--- config.mk ---
export PLATFORM = sky130hd
export DESIGN_NAME = reset_source_and_voltage_monitor
export DESIGN_NICKNAME = d
export VERILOG_FILES = /design/src/reset_monitor_pkg.sv /design/src/reset_source_and_voltage_monitor.sv
export VERILOG_INCLUDE_DIRS = /design/src
export SDC_FILE = /design/constraint.sdc
export NUM_CORES = 1
export LEC_CHECK = 0
export BUFFER_PORTS_ARGS = -buffer_cell sky130_fd_sc_hd__buf_2
export CORE_ASPECT_RATIO = 0.5
export CORE_MARGIN = 3
export CORE_UTILIZATION = 54
export CTS_CLUSTER_SIZE = 20
export DETAILED_ROUTE_END_ITERATION = 16
export GPL_TIMING_DRIVEN = 1
export PLACE_DENSITY_LB_ADDON = 0.12
export SYNTH_ARGS = -nofsm -noshare
export SYNTH_HDL_FRONTEND = slang
export SYNTH_SLANG_ARGS = --single-unit
export TNS_END_PERCENT = 5
--- constraint.sdc ---
create_clock -name sys_clk_in -period 3.99 [get_ports sys_clk_in]
set_input_delay 0.798 -clock sys_clk_in [delete_from_list [all_inputs] [get_ports sys_clk_in]]
set_output_delay 0.798 -clock sys_clk_in [all_outputs]
set_load 0.01 [all_outputs]
--- src/reset_monitor_map.svh ---
`ifndef RESET_MONITOR_MAP_SVH
`define RESET_MONITOR_MAP_SVH

// ==========================================================
// Clock
`define RM_CLK_PERIOD_NS    20

// ==========================================================
// Timing (least times, rounded up to whole cycles)
`define RM_POR_DELAY_NS     1000000
`define RM_POR_DELAY_CYC    ((`RM_POR_DELAY_NS + `RM_CLK_PERIOD_NS - 1) / `RM_CLK_PERIOD_NS)
`define RM_MON_RELEASE_NS   100000
`define RM_MON_RELEASE_CYC  ((`RM_MON_RELEASE_NS + `RM_CLK_PERIOD_NS - 1) / `RM_CLK_PERIOD_NS)
`define RM_SRC_HOLD_NS      400
`define RM_SRC_HOLD_CYC     ((`RM_SRC_HOLD_NS + `RM_CLK_PERIOD_NS - 1) / `RM_CLK_PERIOD_NS)

// ==========================================================
// Widths and limits
`define RM_CNT_W            17
`define RM_LVL12_MAX        3'h4
`define RM_LVL_W            3
`define RM_DIV_W            4

`endif

--- src/reset_monitor_pkg.sv ---
package reset_monitor_pkg;

    // ==========================================================
    // Edge selection for monitor events
    typedef enum logic [1:0] {
        EDGE_RISE,
        EDGE_FALL,
        EDGE_BOTH,
        EDGE_NONE
    } edge_sel_t;

    // ==========================================================
    // Per-monitor release state
    typedef enum logic [1:0] {
        MON_IDLE,
        MON_HELD,
        MON_RELEASE
    } mon_state_t;

    // ==========================================================
    // Configuration of monitors 1 and 2
    typedef struct packed {
        logic       enable;
        logic [2:0] level;
        logic       filt_en;
        logic [1:0] div_sel;
        edge_sel_t  edge_sel;
        logic       irq_mode;
        logic       nmi_sel;
        logic       release_sel;
    } mon_cfg_t;

    // ==========================================================
    // Reset cause flags
    typedef struct packed {
        logic software;
        logic periph_wdt;
        logic indep_wdt;
        logic deep_standby;
        logic mon2;
        logic mon1;
        logic mon0;
        logic por;
        logic pin;
    } reset_cause_t;

endpackage : reset_monitor_pkg

--- src/reset_source_and_voltage_monitor.sv ---
// Summary of operation
// RQ1 - External reset pin held low forces the internal reset.
// RQ2 - Supply rising with the pin high starts a power-on reset.
// RQ3 - Power-on reset holds until supply is good plus a fixed delay.
// RQ4 - Each of monitors zero to two can raise its own falling-supply reset.
// RQ5 - Deep-standby release request raises a reset.
// RQ6 - Independent watchdog underflow or refresh error raises a reset.
// RQ7 - Peripheral watchdog underflow or refresh error raises a reset.
// RQ8 - Software reset request raises a reset.
// RQ9 - Monitor zero reset is enabled by an option-memory setting.
// RQ10 - Monitor zero offers one of two detection levels.
// RQ11 - Monitors one and two offer five levels and optional reset.
// RQ12 - Monitors one and two filtered at slow oscillator over 2, 4, 8, 16.
// RQ13 - Two selectable release timings for monitors one and two; monitor zero releases after recovery.
// RQ14 - A monitor may raise an interrupt instead of a reset.
// RQ15 - Rising, falling or both edges selectable per monitor.
// RQ16 - Monitor interrupt routed as maskable or non-maskable per monitor.
// RQ17 - Cause of the most recent reset kept in readable flags.
`timescale 1ns/1ps
`include "reset_monitor_map.svh"

module reset_source_and_voltage_monitor #(
    parameter int CW      = `RM_CNT_W,
    parameter int POR_CYC = `RM_POR_DELAY_CYC,
    parameter int REL_CYC = `RM_MON_RELEASE_CYC,
    parameter int HLD_CYC = `RM_SRC_HOLD_CYC
) (
    input  wire logic                            sys_clk_in,
    input  wire logic                            sys_rst_in,
    input  wire logic                            external_reset_pin_n_in,
    input  wire logic                            supply_por_ok_in,
    input  wire logic [2:0]                      supply_voltage_detector_in,
    input  wire logic                            low_speed_osc_tick_in,
    input  wire logic                            deep_standby_wake_in,
    input  wire logic                            independent_watchdog_underflow_in,
    input  wire logic                            independent_watchdog_refresh_err_in,
    input  wire logic                            peripheral_watchdog_underflow_in,
    input  wire logic                            peripheral_watchdog_refresh_err_in,
    input  wire logic                            sw_reset_req_in,
    input  wire logic                            mon0_reset_en_in,
    input  wire logic                            mon0_level_sel_in,
    input  wire reset_monitor_pkg::mon_cfg_t [1:0] mon_cfg_in,
    input  wire logic                            cause_clear_in,
    output logic                                 internal_reset_out,
    output reset_monitor_pkg::reset_cause_t      reset_cause_out,
    output logic                                 mon0_level_out,
    output logic [1:0][2:0]                      mon_level_out,
    output logic [1:0]                           mon_filtered_out,
    output logic [1:0]                           mon_irq_out,
    output logic [1:0]                           mon_nmi_out
);
    import reset_monitor_pkg::*;

    // ==========================================================
    // State
    typedef struct packed {
        logic                         rst;
        reset_cause_t                 cause;
        logic [CW-1:0]                por_cnt;
        logic                         por_done;
        logic [CW-1:0]                hold_cnt;
        mon_state_t [2:0]             mst;
        logic [2:0][CW-1:0]           mcnt;
        logic [1:0][`RM_DIV_W-1:0]    div;
        logic [1:0]                   smp;
        logic [1:0]                   filt;
        logic [1:0]                   prev;
        logic [1:0]                   irq;
        logic [1:0]                   nmi;
        logic                         lvl0;
        logic [1:0][`RM_LVL_W-1:0]    lvl;
    } state_t;

    localparam logic [CW-1:0] POR_LAST = CW'(POR_CYC - 1);
    localparam logic [CW-1:0] REL_LAST = CW'(REL_CYC - 1);
    localparam logic [CW-1:0] HLD_LOAD = CW'(HLD_CYC);

    state_t st_ff;
    state_t nxt_st;

    // ==========================================================
    // Divider tap: sample point for /2, /4, /8, /16
    function automatic logic div_hit(input logic [`RM_DIV_W-1:0] cnt,
                                     input logic [1:0]           sel);
        logic [`RM_DIV_W-1:0] mask;
        case (sel)
            2'h0:    mask = 4'h1;
            2'h1:    mask = 4'h3;
            2'h2:    mask = 4'h7;
            default: mask = 4'hf;
        endcase
        return (cnt & mask) == mask;
    endfunction : div_hit

    // ==========================================================
    // Next state
    always_comb begin
        reset_cause_t src;
        logic [2:0]   low;
        logic [2:0]   rel_sel;
        logic         raw;
        logic         ev;
        logic         pulse;
        src     = '0;
        low     = '0;
        rel_sel = '0;
        raw     = 1'b0;
        ev      = 1'b0;
        pulse   = 1'b0;
        nxt_st  = st_ff;

        // Power-on delay restarts whenever the supply dips again
        if (!supply_por_ok_in) begin
            nxt_st.por_cnt  = '0;                                     // [RQ3]
            nxt_st.por_done = 1'b0;
        end else if (!st_ff.por_done) begin
            if (st_ff.por_cnt == POR_LAST) begin
                nxt_st.por_done = 1'b1;                               // [RQ3]
            end else begin
                nxt_st.por_cnt = st_ff.por_cnt + 1'b1;
            end
        end

        // Monitors 1 and 2: filter, edge detect, interrupt routing
        for (int i = 0; i < 2; i++) begin
            raw = supply_voltage_detector_in[i+1];
            if (low_speed_osc_tick_in) begin
                nxt_st.div[i] = st_ff.div[i] + 1'b1;
                if (div_hit(st_ff.div[i], mon_cfg_in[i].div_sel)) begin  // [RQ12]
                    nxt_st.smp[i] = raw;
                    // Two matching samples needed, rejects single glitches
                    if (raw == st_ff.smp[i]) begin
                        nxt_st.filt[i] = raw;                         // [RQ12]
                    end
                end
            end
            if (!mon_cfg_in[i].filt_en) begin
                nxt_st.filt[i] = raw;
                nxt_st.smp[i]  = raw;
            end
            nxt_st.prev[i] = st_ff.filt[i];
            case (mon_cfg_in[i].edge_sel)                             // [RQ15]
                EDGE_RISE: ev = st_ff.filt[i] & ~st_ff.prev[i];
                EDGE_FALL: ev = ~st_ff.filt[i] & st_ff.prev[i];
                EDGE_BOTH: ev = st_ff.filt[i] ^ st_ff.prev[i];
                default:   ev = 1'b0;
            endcase
            ev = ev & mon_cfg_in[i].enable & mon_cfg_in[i].irq_mode;  // [RQ14]
            nxt_st.irq[i] = ev & ~mon_cfg_in[i].nmi_sel;              // [RQ16]
            nxt_st.nmi[i] = ev & mon_cfg_in[i].nmi_sel;               // [RQ16]
            nxt_st.lvl[i] = (mon_cfg_in[i].level > `RM_LVL12_MAX) ?   // [RQ11]
                            `RM_LVL12_MAX : mon_cfg_in[i].level;
            low[i+1]      = mon_cfg_in[i].enable & ~mon_cfg_in[i].irq_mode &
                            ~st_ff.filt[i];                           // [RQ11]
            rel_sel[i+1]  = mon_cfg_in[i].release_sel;
        end
        nxt_st.lvl0 = mon0_level_sel_in;                              // [RQ10]
        low[0]      = mon0_reset_en_in & ~supply_voltage_detector_in[0];  // [RQ9]

        // Monitor resets: release after recovery, or after detection
        for (int m = 0; m < 3; m++) begin
            case (st_ff.mst[m])                                       // [RQ13]
                MON_IDLE: begin
                    if (low[m]) begin
                        nxt_st.mst[m]  = MON_HELD;                    // [RQ4]
                        nxt_st.mcnt[m] = '0;
                    end
                end
                MON_HELD: begin
                    if (rel_sel[m]) begin
                        nxt_st.mcnt[m] = st_ff.mcnt[m] + 1'b1;
                        if (st_ff.mcnt[m] == REL_LAST) begin
                            nxt_st.mst[m] = MON_IDLE;
                        end
                    end else if (!low[m]) begin
                        nxt_st.mst[m]  = MON_RELEASE;
                        nxt_st.mcnt[m] = '0;
                    end
                end
                MON_RELEASE: begin
                    if (low[m]) begin
                        nxt_st.mst[m] = MON_HELD;
                    end else if (st_ff.mcnt[m] == REL_LAST) begin
                        nxt_st.mst[m] = MON_IDLE;
                    end else begin
                        nxt_st.mcnt[m] = st_ff.mcnt[m] + 1'b1;
                    end
                end
                default: nxt_st.mst[m] = MON_IDLE;
            endcase
        end

        // Source collection
        src.pin          = ~external_reset_pin_n_in;                  // [RQ1]
        src.por          = ~st_ff.por_done & external_reset_pin_n_in; // [RQ2]
        src.mon0         = low[0] | (st_ff.mst[0] != MON_IDLE);       // [RQ4]
        src.mon1         = low[1] | (st_ff.mst[1] != MON_IDLE);       // [RQ4]
        src.mon2         = low[2] | (st_ff.mst[2] != MON_IDLE);       // [RQ4]
        src.deep_standby = deep_standby_wake_in;                      // [RQ5]
        src.indep_wdt    = independent_watchdog_underflow_in |
                           independent_watchdog_refresh_err_in;       // [RQ6]
        src.periph_wdt   = peripheral_watchdog_underflow_in |
                           peripheral_watchdog_refresh_err_in;        // [RQ7]
        src.software     = sw_reset_req_in;                           // [RQ8]

        // Pulse sources are stretched so the reset has a usable width
        pulse = src.deep_standby | src.indep_wdt | src.periph_wdt | src.software;
        if (pulse) begin
            nxt_st.hold_cnt = HLD_LOAD;
        end else if (st_ff.hold_cnt != '0) begin
            nxt_st.hold_cnt = st_ff.hold_cnt - 1'b1;
        end

        // A new reset replaces old flags; set always beats clear
        if ((src != '0) && !st_ff.rst) begin
            nxt_st.cause = src;                                       // [RQ17]
        end else begin
            nxt_st.cause = (cause_clear_in ? reset_cause_t'('0) : st_ff.cause) | src;
        end

        nxt_st.rst = (src != '0) | (st_ff.hold_cnt != '0);
    end

    // ==========================================================
    // Registers
    always_ff @(posedge sys_clk_in or posedge sys_rst_in) begin
        if (sys_rst_in) begin
            st_ff           <= '0;
            st_ff.rst       <= 1'b1;
            st_ff.cause.por <= 1'b1;
            // Supply assumed good so no false falling edge after reset
            st_ff.smp       <= 2'h3;
            st_ff.filt      <= 2'h3;
            st_ff.prev      <= 2'h3;
        end else begin
            st_ff <= nxt_st;
        end
    end

    assign internal_reset_out = st_ff.rst;
    assign reset_cause_out    = st_ff.cause;
    assign mon0_level_out     = st_ff.lvl0;
    assign mon_level_out      = st_ff.lvl;
    assign mon_filtered_out   = st_ff.filt;
    assign mon_irq_out        = st_ff.irq;
    assign mon_nmi_out        = st_ff.nmi;

    // ==========================================================
    // Checks
    pin_reset_a: assert property (                                    // [RQ1]
        @(posedge sys_clk_in) disable iff (sys_rst_in)
        !external_reset_pin_n_in |=> internal_reset_out && reset_cause_out.pin)
        else $error("pin low did not force reset");

    por_hold_a: assert property (                                     // [RQ3]
        @(posedge sys_clk_in) disable iff (sys_rst_in)
        (!supply_por_ok_in && external_reset_pin_n_in) |=>
            !st_ff.por_done ##1 internal_reset_out)
        else $error("power-on reset released with supply low");

    por_delay_a: assert property (                                    // [RQ3]
        @(posedge sys_clk_in) disable iff (sys_rst_in)
        $rose(st_ff.por_done) |-> $past(supply_por_ok_in) &&
            ($past(st_ff.por_cnt) == POR_LAST))
        else $error("power-on delay ended early");

    deep_standby_a: assert property (                                 // [RQ5]
        @(posedge sys_clk_in) disable iff (sys_rst_in)
        deep_standby_wake_in |=> internal_reset_out && reset_cause_out.deep_standby)
        else $error("deep standby release gave no reset");

    indep_wdt_a: assert property (                                    // [RQ6]
        @(posedge sys_clk_in) disable iff (sys_rst_in)
        (independent_watchdog_underflow_in || independent_watchdog_refresh_err_in)
            |=> internal_reset_out && reset_cause_out.indep_wdt)
        else $error("independent watchdog gave no reset");

    periph_wdt_a: assert property (                                   // [RQ7]
        @(posedge sys_clk_in) disable iff (sys_rst_in)
        (peripheral_watchdog_underflow_in || peripheral_watchdog_refresh_err_in)
            |=> internal_reset_out && reset_cause_out.periph_wdt)
        else $error("peripheral watchdog gave no reset");

    sw_reset_a: assert property (                                     // [RQ8]
        @(posedge sys_clk_in) disable iff (sys_rst_in)
        sw_reset_req_in |=> internal_reset_out [*2])
        else $error("software reset not held two cycles");

    mon0_enable_a: assert property (                                  // [RQ9]
        @(posedge sys_clk_in) disable iff (sys_rst_in)
        (!mon0_reset_en_in && st_ff.mst[0] == MON_IDLE) |=>
            st_ff.mst[0] == MON_IDLE)
        else $error("monitor zero reset while disabled");

    irq_route_a: assert property (                                    // [RQ16]
        @(posedge sys_clk_in) disable iff (sys_rst_in)
        mon_irq_out[0] |-> !mon_nmi_out[0] && !$past(mon_cfg_in[0].nmi_sel))
        else $error("maskable interrupt with nmi selected");

    irq_mode_a: assert property (                                     // [RQ14]
        @(posedge sys_clk_in) disable iff (sys_rst_in)
        (mon_irq_out[1] || mon_nmi_out[1]) |-> $past(mon_cfg_in[1].irq_mode) &&
            $past(mon_cfg_in[1].enable))
        else $error("monitor interrupt outside interrupt mode");

    level_clamp_a: assert property (                                  // [RQ11]
        @(posedge sys_clk_in) disable iff (sys_rst_in)
        mon_level_out[0] <= `RM_LVL12_MAX && mon_level_out[1] <= `RM_LVL12_MAX)
        else $error("level select beyond five levels");

    mon_reset_a: assert property (                                    // [RQ4]
        @(posedge sys_clk_in) disable iff (sys_rst_in)
        (st_ff.mst[2] != MON_IDLE) |=> internal_reset_out && reset_cause_out.mon2)
        else $error("monitor two held without reset");

    filter_hold_a: assert property (                                  // [RQ12]
        @(posedge sys_clk_in) disable iff (sys_rst_in)
        (mon_cfg_in[0].filt_en && !low_speed_osc_tick_in) |=> $stable(mon_filtered_out[0]))
        else $error("filtered level moved between samples");

    edge_rise_a: assert property (                                    // [RQ15]
        @(posedge sys_clk_in) disable iff (sys_rst_in)
        ($rose(mon_filtered_out[0]) && mon_cfg_in[0].enable && mon_cfg_in[0].irq_mode &&
            !mon_cfg_in[0].nmi_sel && mon_cfg_in[0].edge_sel == EDGE_RISE) |=> mon_irq_out[0])
        else $error("rising edge gave no interrupt");

    edge_none_a: assert property (                                    // [RQ15]
        @(posedge sys_clk_in) disable iff (sys_rst_in)
        (mon_cfg_in[0].edge_sel == EDGE_NONE) |=> !mon_irq_out[0] && !mon_nmi_out[0])
        else $error("events raised with no edge selected");

    release_time_a: assert property (                                 // [RQ13]
        @(posedge sys_clk_in) disable iff (sys_rst_in)
        (st_ff.mst[2] == MON_HELD && mon_cfg_in[1].release_sel && st_ff.mcnt[2] == REL_LAST)
            |=> st_ff.mst[2] == MON_IDLE)
        else $error("detection-timed release overran");

    cause_replace_a: assert property (                                // [RQ17]
        @(posedge sys_clk_in) disable iff (sys_rst_in)
        (!internal_reset_out && sw_reset_req_in && !peripheral_watchdog_underflow_in &&
            !peripheral_watchdog_refresh_err_in) |=> reset_cause_out.software &&
            !reset_cause_out.periph_wdt)
        else $error("new reset kept stale cause flags");

endmodule : reset_source_and_voltage_monitor

==> impl_metrics.py, run 1 <==
metrics = {
    "synthesis": {
        "syn_avg_cell_area_sq_um": 9.66,
        "synthesis.nets": 801,
        "seq_area_frac_synth_pct": 44.6,
        "synth_warnings": 0,
        "synth_top_family_by_area": "simple AND/OR/NAND/NOR gates",
        "synth_seq_cells": 127,
        "synth_xor_area_share_pct": 4.66,
        "synth_edf_count": 0,
        "ys_types": 76,
        "synth_fa_ha_area_share_pct": 3.50,
        "synthCells": 740,
        "synth_area_sq_um": 7150,
        "muxShareOfSynthArea_pct": 1.58,
        "synth_compound_area_share_pct": 16.6,
        "synthSimpleGateAreaFrac_pct": 23.3,
        "synth_top_flop_cell": "dfrtp_1",
        "synthArstFlopShare_pct": 100,
    },
    "placed_design": {
        "port_buffers": 63,
        "dp_hpwl_mm": 9.95,
        "gp_congestion": 0.880,
    },
    "global_routing": {
        "antenna_found_initial": 0,
        "grt_pass1_vias": 5291,
        "grt_util_all_layers_pct": 20.6,
        "grt-ovfl-total": 0,
        "grt_pass1_wl_mm": 24.9,
        "grt_max_degree": 52,
    },
    "sta": {
        "fin_setup_tns_ns": 0,
        "setup_viol": 0,
        "fin_skew_ns": 0.0102,
        "rsz0062_at_grt": "no",
        "period_needed_ns": 2.79,
        "max_freq_ghz": 0.358,
        "holdWs_ns": 0.412,
        "hold_viol": 0,
        "max_slew.worst_pin.slew_ns": 1.03,
        "relSlewSlack_pct": 31.4,
        "drv_slew": 0,
        "finalCritPeriodShare_pct": 69.9,
    },
    "worst_setup_path": {
        "critPathMaxFanout": 20,
        "startpoint_type": "flip-flop",
        "reg2reg_from": "st_ff[79]",
        "crit_path_start": "st_ff[79]",
        "worstPathArrival_ns": 3.11,
        "end_kind": "flip-flop",
        "required_ns": 4.30,
        "path_class": "reg -> reg",
    },
    "clocking": {
        "htree_levels": 4,
        "clk_path_buf_depth": 2,
        "cts_repair_resize_count": 0,
        "holdBufCountCts": 0,
        "cts_buffers": 17,
        "cts_tree": "built",
        "clk-insertion-delay-late_ns": 0.42,
        "path_clk_slew_ns": 0.06,
        "post_cts_buffers": 0,
        "cts.sinks": 127,
        "cts_root_buf": "clkbuf_16",
    },
    "route": {
        "detail_route.wl_per_cell_microns": 14.9,
        "routed_via_density": 5.80,
        "firstDrtPassIters": 5,
        "route.detailed.drc": 0,
        "postRouteAntennaNets": 0,
        "first_iter_violations": 450,
        "wl_mm": 14.4,
        "vias": 5613,
    },
    "floorplan": {
        "die_area_sq_um": 14700,
        "dieWidth_microns": 169,
        "initial_utilization_pct": 55.8,
        "rows": 29,
        "die_h_microns": 87.4,
        "core_area_sq_um": 12800,
        "ios": 64,
    },
    "flow_run": {
        "cap_violations": 0,
    },
    "finish": {
        "drive_above_1_share_pct": 18.3,
        "diodes": 0,
        "syn2layout_area_growth_pct": 13.2,
        "final_common_cell": "dfrtp_1",
        "final_cell_mix": "dfrtp_1 (119), nor2_1 (74), buf_2 (63)",
        "num-nets-final": 845,
        "fillers": 1050,
    },
    "hold_path": {
        "hold_start": "mon_filtered_out[1]",
        "hp-class": "reg -> reg",
    },
    "power": {
        "p_per_area_nw_per_um2": 481,
        "peakVddDrop_v": 0.000300,
        "p_leak_nw": 3.48,
    },
    "run_status": {
        "status": "completed",
    },
}
-- kinds of logic after synthesis --
| kind of cell | Yosys count |
|---|---|
| xor gates and xnor gates | 38 |
| muxes | 11 |
| buffers and inverters | 80 |
| AOI/OAI and AO/OA | 154 |
| DFF | 127 |
| and+or+nand+nor | 310 |
| adders and majority gates | 20 |
-- worst max-delay path, cell delays in order, from the launching register on --
cell,delay (ns)
dfrtp_1,0.39
inv_1,0.09
ha_1,0.24
nor2b_1,0.19
o21ai_0,0.20
o311ai_2,0.13
buf_4,0.22
or3_1,0.79
o41ai_2,0.43
-- flip-flops by register name, summed over array words and instances, names as in the netlist --
| register | count |
|---|---|
| mon_filtered_out | 2 |
| st_ff | 104 |
| internal_reset_out | 1 |
| mon_nmi_out | 2 |
| mon0_level_out | 1 |
| mon_level_out | 6 |
| mon_irq_out | 2 |
| reset_cause_out | 9 |
-- cells in the mapped netlist, drive strengths merged (5+ instances only) --
| library cell | n | area (sq um) |
|---|---|---|
| nand4 | 13 | 81.3 |
| nor4 | 18 | 128 |
| inv | 34 | 128 |
| nand3 | 41 | 210 |
| or2 | 5 | 31.3 |
| mux2i | 9 | 90.1 |
| clkbuf | 14 | 52.6 |
| dfrtp | 119 | 2980 |
| nor3 | 22 | 120 |
| ha | 20 | 250 |
| xor2 | 16 | 140 |
| o41ai | 7 | 83.8 |
| or3 | 5 | 36.3 |
| nor4b | 5 | 43.8 |
| nor2b | 12 | 75.1 |
| buf | 32 | 234 |
| and3 | 13 | 81.3 |
| nand2b | 18 | 113 |
| or4 | 8 | 60.1 |
| a211o | 7 | 61.3 |
| dfstp | 8 | 210 |
| a21o | 5 | 37.5 |
| nor2 | 74 | 278 |
| a31oi | 8 | 56.3 |
| o31ai | 40 | 397 |
| xnor2 | 22 | 193 |
| a21oi | 23 | 115 |
| nand2 | 53 | 201 |
| nand3b | 7 | 52.6 |
| o21ai | 33 | 173 |
-- metrics by stage --
stage                     cells  util (%)  setup slack, ns  total power [mW]  instance area (sq um)
after floorplan             740         -             1.63              2.10                   7150
after global placement      935      58.4            0.963              2.25                   7470
after detailed placement    935      58.4            0.906              2.27                   7470
after CTS                   967      63.2             1.17              3.92                   8100
after global routing        967      63.2             1.03              4.10                   8100
final                       967      63.2             1.20              3.90                   8100
-- where the power goes --
group | switching, mW | leakage [nW] | internal [mW] | total (mW)
clock | 0.597 | 0.292 | 1.04 | 1.64
combinational | 0.451 | 1.52 | 0.293 | 0.744
sequential | 0.102 | 1.67 | 1.41 | 1.51
total | 1.15 | 3.48 | 2.75 | 3.90
-- final cells by class --
cell class	instances	area [sq um]	area share, %
multi-input cells	533	3550	43.9
flip-flops and latches	127	3190	39.4
clock buffers	18	429	5.30
repair buffers	71	388	4.79
well taps	170	213	2.63
clock inverters	14	191	2.36
inverters	34	131	1.62
-- final timing paths --
check / to / slack, ns / cells past startpoint
hold reg to reg: st_ff[12] / 0.41 / 0
hold / removal: st_ff[12] / 0.41 / 0
max in group asynchronous: st_ff[15] / 2.65 / 3
min in group asynchronous: st_ff[54] / 0.48 / 2
setup / recovery: st_ff[56] / 1.20 / 8
setup reg to reg: st_ff[56] / 1.20 / 8
-- layer usage --
| layer | vias to the layer above | routed length, microns | global-route usage [%] |
|---|---|---|---|
| li1 | 2755 | - | - |
| met4 | 0 | 198 | 7.80 |
| met2 | 104 | 6890 | 33.9 |
| met3 | 19 | 531 | 3.58 |
| met1 | 2735 | 6830 | 27.7 |
| met5 | - | 0 | 0 |
Power figures use the tool's default switching activity.
==> run 2, diff against run 1 <==
--- a/config.mk
+++ b/config.mk
@@ -9,7 +9,7 @@
 export BUFFER_PORTS_ARGS = -buffer_cell sky130_fd_sc_hd__buf_2
 export CORE_ASPECT_RATIO = 0.5
 export CORE_MARGIN = 3
-export CORE_UTILIZATION = 54
+export CORE_UTILIZATION = 57
 export CTS_CLUSTER_SIZE = 20
 export DETAILED_ROUTE_END_ITERATION = 16
 export GPL_TIMING_DRIVEN = 1
==> constraint.sdc (replaced) <==
create_clock -name sys_clk_in -period 2.6 [get_ports sys_clk_in]
set_input_delay 0.52 -clock sys_clk_in [delete_from_list [all_inputs] [get_ports sys_clk_in]]
set_output_delay 0.52 -clock sys_clk_in [all_outputs]
set_load 0.01 [all_outputs]
==> run 2 against run 1 <==
Fmax grew 21%. Clock power grew 43%. Final area grew 0.65%. Die area shrank 5.0%. Final cell count grew 0.62%. Routed wire length grew 4.5%. Register-to-register slack lost 0.90 ns. Critical path type unchanged. Highest routed layer unchanged.
==> impl_metrics.py, run 2 (same netlist as run 1, synthesis figures left out) <==
metrics = {
    "run_status": {
        "status": "completed",
    },
    "sta": {
        "drv_slew": 0,
        "setup_viol": 0,
        "hold_viol": 0,
        "fin_skew_ns": 0.0126,
        "finalCritPeriodShare_pct": 88.6,
        "rsz0062_at_grt": "no",
        "max_slew.worst_pin.slew_ns": 0.671,
        "max_freq_ghz": 0.434,
        "fin_setup_tns_ns": 0,
        "holdWs_ns": 0.203,
        "period_needed_ns": 2.30,
        "relSlewSlack_pct": 55.2,
    },
    "global_routing": {
        "grt_pass1_wl_mm": 26.0,
        "grt_max_degree": 35,
        "grt_pass1_vias": 5495,
        "grt_util_all_layers_pct": 22.9,
        "grt-ovfl-total": 0,
        "antenna_found_initial": 0,
    },
    "clocking": {
        "htree_levels": 4,
        "cts_buffers": 17,
        "cts.sinks": 127,
        "clk-insertion-delay-late_ns": 0.42,
        "path_clk_slew_ns": 0.06,
        "clk_path_buf_depth": 2,
        "holdBufCountCts": 0,
        "post_cts_buffers": 0,
        "cts_repair_resize_count": 0,
        "cts_root_buf": "clkbuf_16",
        "cts_tree": "built",
    },
    "floorplan": {
        "initial_utilization_pct": 59.5,
        "dieWidth_microns": 164,
        "rows": 28,
        "die_h_microns": 85.2,
        "die_area_sq_um": 14000,
        "ios": 64,
        "core_area_sq_um": 12000,
    },
    "route": {
        "firstDrtPassIters": 5,
        "route.detailed.drc": 0,
        "routed_via_density": 5.82,
        "vias": 5664,
        "postRouteAntennaNets": 0,
        "wl_mm": 15.1,
        "detail_route.wl_per_cell_microns": 15.5,
        "first_iter_violations": 370,
    },
    "worst_setup_path": {
        "startpoint_type": "flip-flop",
        "worstPathArrival_ns": 2.61,
        "crit_path_start": "st_ff[79]",
        "r2r_end": "st_ff[49]",
        "end_kind": "flip-flop",
        "reg2reg_from": "st_ff[79]",
        "critPathMaxFanout": 15,
        "ff2ff_path_depth": 8,
        "r2r_setup_slack_ns": 0.30,
        "path_class": "reg -> reg",
        "required_ns": 2.91,
    },
    "finish": {
        "drive_above_1_share_pct": 19.4,
        "num-nets-final": 856,
        "regMostFlops": "st_ff",
        "final_common_cell": "dfrtp_1",
        "syn2layout_area_growth_pct": 14.0,
        "largest_reg_flops": 104,
        "fillers": 957,
        "diodes": 0,
        "final_cell_mix": "dfrtp_1 (119), nor2_1 (74), buf_2 (63)",
    },
    "flow_run": {
        "cap_violations": 0,
    },
    "power": {
        "p_leak_nw": 3.53,
        "p_per_area_nw_per_um2": 719,
        "p_total_mw": 5.85,
        "peakVddDrop_v": 0.000499,
    },
    "placed_design": {
        "gp_congestion": 0.870,
        "dp_hpwl_mm": 10.5,
        "port_buffers": 63,
    },
    "hold_path": {
        "hp-class": "in -> async",
    },
}
==> run 2: cell types whose count changed in the layout (fill, tap and decap cells not counted), sizes merged <==
cell | before | now
buf | 71 | 82
bufinv | 4 | 2
clkinv | 5 | 7
clkbuf | 18 | 19
clkinvlp | 5 | 4
==> run 2: worst max-delay path, stage by stage (launching register included) <==
cell and delay [ns]:
dfrtp_1 0.38, inv_1 0.09, ha_1 0.23, nor2b_1 0.18, o21ai_0 0.19, o311ai_2 0.15, or3_1 0.39, buf_4 0.24
o41ai_2 0.34
==> run 2: worst max path at each step <==
stage                           to
finish                   st_ff[49]
floorplan           mon0_level_out
global placement         st_ff[48]
CTS                      st_ff[49]
global route             st_ff[49]
detailed placement       st_ff[49]
==> run 2: power by group <==
part	switching (mW)	leakage [nW]	internal, mW
logic	0.715	1.57	0.482
registers	0.155	1.67	2.16
clock network	0.904	0.279	1.44
total	1.77	3.53	4.08
==> run 2: layer usage <==
metal	routed length (microns)	global-route usage (%)
met5	0	0
met4	173	6.32
met3	638	5.90
met2	7050	36.3
met1	7220	31.7
==> run 2: layout make-up <==
| class | instances | area [sq um] | share of cell area (%) |
|---|---|---|---|
| multi-input cells | 533 | 3550 | 43.6 |
| flip-flops and latches | 127 | 3190 | 39.1 |
| repair buffers | 82 | 483 | 5.93 |
| clock buffers | 19 | 443 | 5.44 |
| well taps | 165 | 206 | 2.53 |
| clock inverters | 13 | 141 | 1.74 |
| inverters | 34 | 131 | 1.61 |
==> run 2: metrics by stage <==
step	util (%)	instances	area, sq um	setup WS (ns)
after floorplan	-	740	7150	0.519
after global placement	62.9	941	7560	0.348
after detailed placement	62.9	941	7560	0.290
after CTS	67.8	973	8150	0.303
after global routing	67.8	973	8150	0.106
final	67.8	973	8150	0.298
==> run 3, diff against run 2 <==
==> constraint.sdc (replaced) <==
create_clock -name sys_clk_in -period 2.4 [get_ports sys_clk_in]
set_input_delay 0.48 -clock sys_clk_in [delete_from_list [all_inputs] [get_ports sys_clk_in]]
set_output_delay 0.48 -clock sys_clk_in [all_outputs]
set_load 0.01 [all_outputs]
==> run 3 against run 2 <==
Fmax increased by 6.1%. Global-route usage fell by 0.72 points. Flip-flop and latch count stayed put. Clock power up 7%. Combinational power grew 8%. Final cell count rose by 0.10%. Critical path depth stayed put. Sequential share of layout area about the same. Highest routed layer unchanged.
==> impl_metrics.py, run 3 (same netlist as run 1, synthesis figures left out) <==
metrics = {
    "run_status": {
        "status": "completed",
    },
    "sta": {
        "drv_slew": 0,
        "max_slew.worst_pin.slew_ns": 0.659,
        "fin_skew_ns": 0.0147,
        "fin_setup_tns_ns": 0,
        "rsz0062_at_grt": "no",
        "finalCritPeriodShare_pct": 90.4,
        "relSlewSlack_pct": 55.0,
        "hold_viol": 0,
        "period_needed_ns": 2.17,
        "max_freq_ghz": 0.461,
        "setup_viol": 0,
    },
    "finish": {
        "largest_reg_flops": 104,
        "final_cells": 974,
        "final_common_cell": "dfrtp_1",
        "final_cell_mix": "dfrtp_1 (119), nor2_1 (74), buf_2 (63)",
        "regMostFlops": "st_ff",
        "diodes": 0,
        "syn2layout_area_growth_pct": 13.8,
        "drive_above_1_share_pct": 19.5,
        "num-nets-final": 857,
    },
    "clocking": {
        "cts_buffers": 17,
        "cts_repair_resize_count": 0,
        "clk_path_buf_depth": 2,
        "cts_root_buf": "clkbuf_16",
        "htree_levels": 4,
        "cts_tree": "built",
        "clk-insertion-delay-late_ns": 0.42,
        "path_clk_slew_ns": 0.06,
        "post_cts_buffers": 0,
        "cts.sinks": 127,
        "holdBufCountCts": 0,
    },
    "floorplan": {
        "dieWidth_microns": 164,
        "die_h_microns": 85.2,
        "rows": 28,
        "core_area_sq_um": 12000,
        "initial_utilization_pct": 59.5,
        "die_area_sq_um": 14000,
        "ios": 64,
    },
    "power": {
        "p_comb_share_pct": 20.5,
        "p_leak_nw": 3.52,
        "peakVddDrop_v": 0.000509,
        "power.switching_mw": 1.92,
        "seq_power_share_pct": 39.7,
        "p_total_mw": 6.31,
        "swShare_pct": 30.4,
        "clkPwrFrac_pct": 39.8,
        "p_int_mw": 4.39,
        "p_per_area_nw_per_um2": 775,
    },
    "route": {
        "routed_via_density": 5.85,
        "route.detailed.drc": 0,
        "firstDrtPassIters": 6,
        "wl_mm": 14.6,
        "postRouteAntennaNets": 0,
        "first_iter_violations": 447,
        "detail_route.wl_per_cell_microns": 15.0,
        "vias": 5699,
    },
    "placed_design": {
        "gp_congestion": 0.860,
        "dp_hpwl_mm": 10.1,
        "placed_cells": 942,
        "port_buffers": 63,
    },
    "worst_setup_path": {
        "critPathMaxFanout": 15,
        "required_ns": 2.71,
        "startpoint_type": "flip-flop",
        "cp_slowest_stage_delay_ns": 0.39,
        "path_class": "reg -> reg",
        "worstPathArrival_ns": 2.48,
        "slowest_stage": "or3_1",
        "end_kind": "flip-flop",
        "path_cells": "inv_1, ha_1, nor2b_1, o21ai_1, o311ai_2, or3_1, buf_6, o41ai_2",
    },
    "global_routing": {
        "grt_max_degree": 93,
        "grt-ovfl-total": 0,
        "grt_util_all_layers_pct": 22.2,
        "antenna_found_initial": 0,
        "grt_pass1_vias": 5477,
        "grt_pass1_wl_mm": 25.3,
    },
    "hold_path": {
        "hp-class": "in -> async",
    },
    "flow_run": {
        "cap_violations": 0,
    },
}
-- run 3: cell count changes in the layout (fill, tap and decap cells not counted), sizes merged --
cell,previous run,this run
clkbuf,19,18
buf,82,83
inv,34,33
clkinv,7,9
-- run 3: final cells by class --
cell class / instances / area (sq um)
Clock buffer: 18 / 429
Fill cell: 935 / 3880
Inverter: 34 / 131
Multi-Input combinational cell: 533 / 3550
Sequential cell: 127 / 3190
Tap cell: 165 / 206
Timing Repair Buffer: 83 / 482
Clock inverter: 14 / 146
-- run 3: stage by stage --
stage / hold slack, ns / cell area [sq um] / setup slack (ns) / utilization [%]
after floorplan: 0.385 / 7150 / 0.359 / -
after global placement: 0.395 / 7560 / 0.194 / 62.9
after detailed placement: 0.401 / 7560 / 0.129 / 62.9
after CTS: 0.0257 / 8130 / 0.114 / 67.7
after global routing: 0.0241 / 8140 / 0.0358 / 67.7
final: 0.0132 / 8140 / 0.231 / 67.7
-- run 3: worst max-delay path, delay by kind of cell (launching register included) --
| kind | cells | cell delay (ns) |
|---|---|---|
| buffers and inverters | 2 | 0.29 |
| adder cells (fa/ha/maj) | 1 | 0.23 |
| AND/OR/NAND/NOR | 2 | 0.57 |
| flip-flops | 1 | 0.38 |
| AO/OA/AOI/OAI | 3 | 0.59 |
-- run 3: path summary, 6_finish.rpt --
check | from | endpoint | slack, ns | cells past startpoint
worst max register to register | st_ff[79] | st_ff[49] | 0.23 | 8
min in group sys_clk_in | mon0_level_sel_in | mon0_level_out | 0.18 | 1
worst max-delay path | st_ff[79] | st_ff[49] | 0.23 | 8
max in group asynchronous | sys_rst_in | st_ff[16] | 1.62 | 3
worst min-delay path | sys_rst_in | st_ff[92] | 0.01 | 2
worst min register to register | mon_filtered_out[1] | st_ff[12] | 0.41 | 0
-- run 3: power by group through the flow --
stage	clock [mW]	combinational, mW	sequential (mW)
after floorplan	0	0.987	2.51
after global placement	0	1.25	2.54
after detailed placement	0	1.29	2.54
after CTS	2.54	1.30	2.51
after global routing	2.66	1.46	2.54
final	2.51	1.29	2.51
-- run 3: metal layers --
layer	global-route usage [%]	part of all wire, %
met1	30.3	47
met2	36.0	48
met3	5.31	4.3
met4	6.01	0.91
met5	0	0
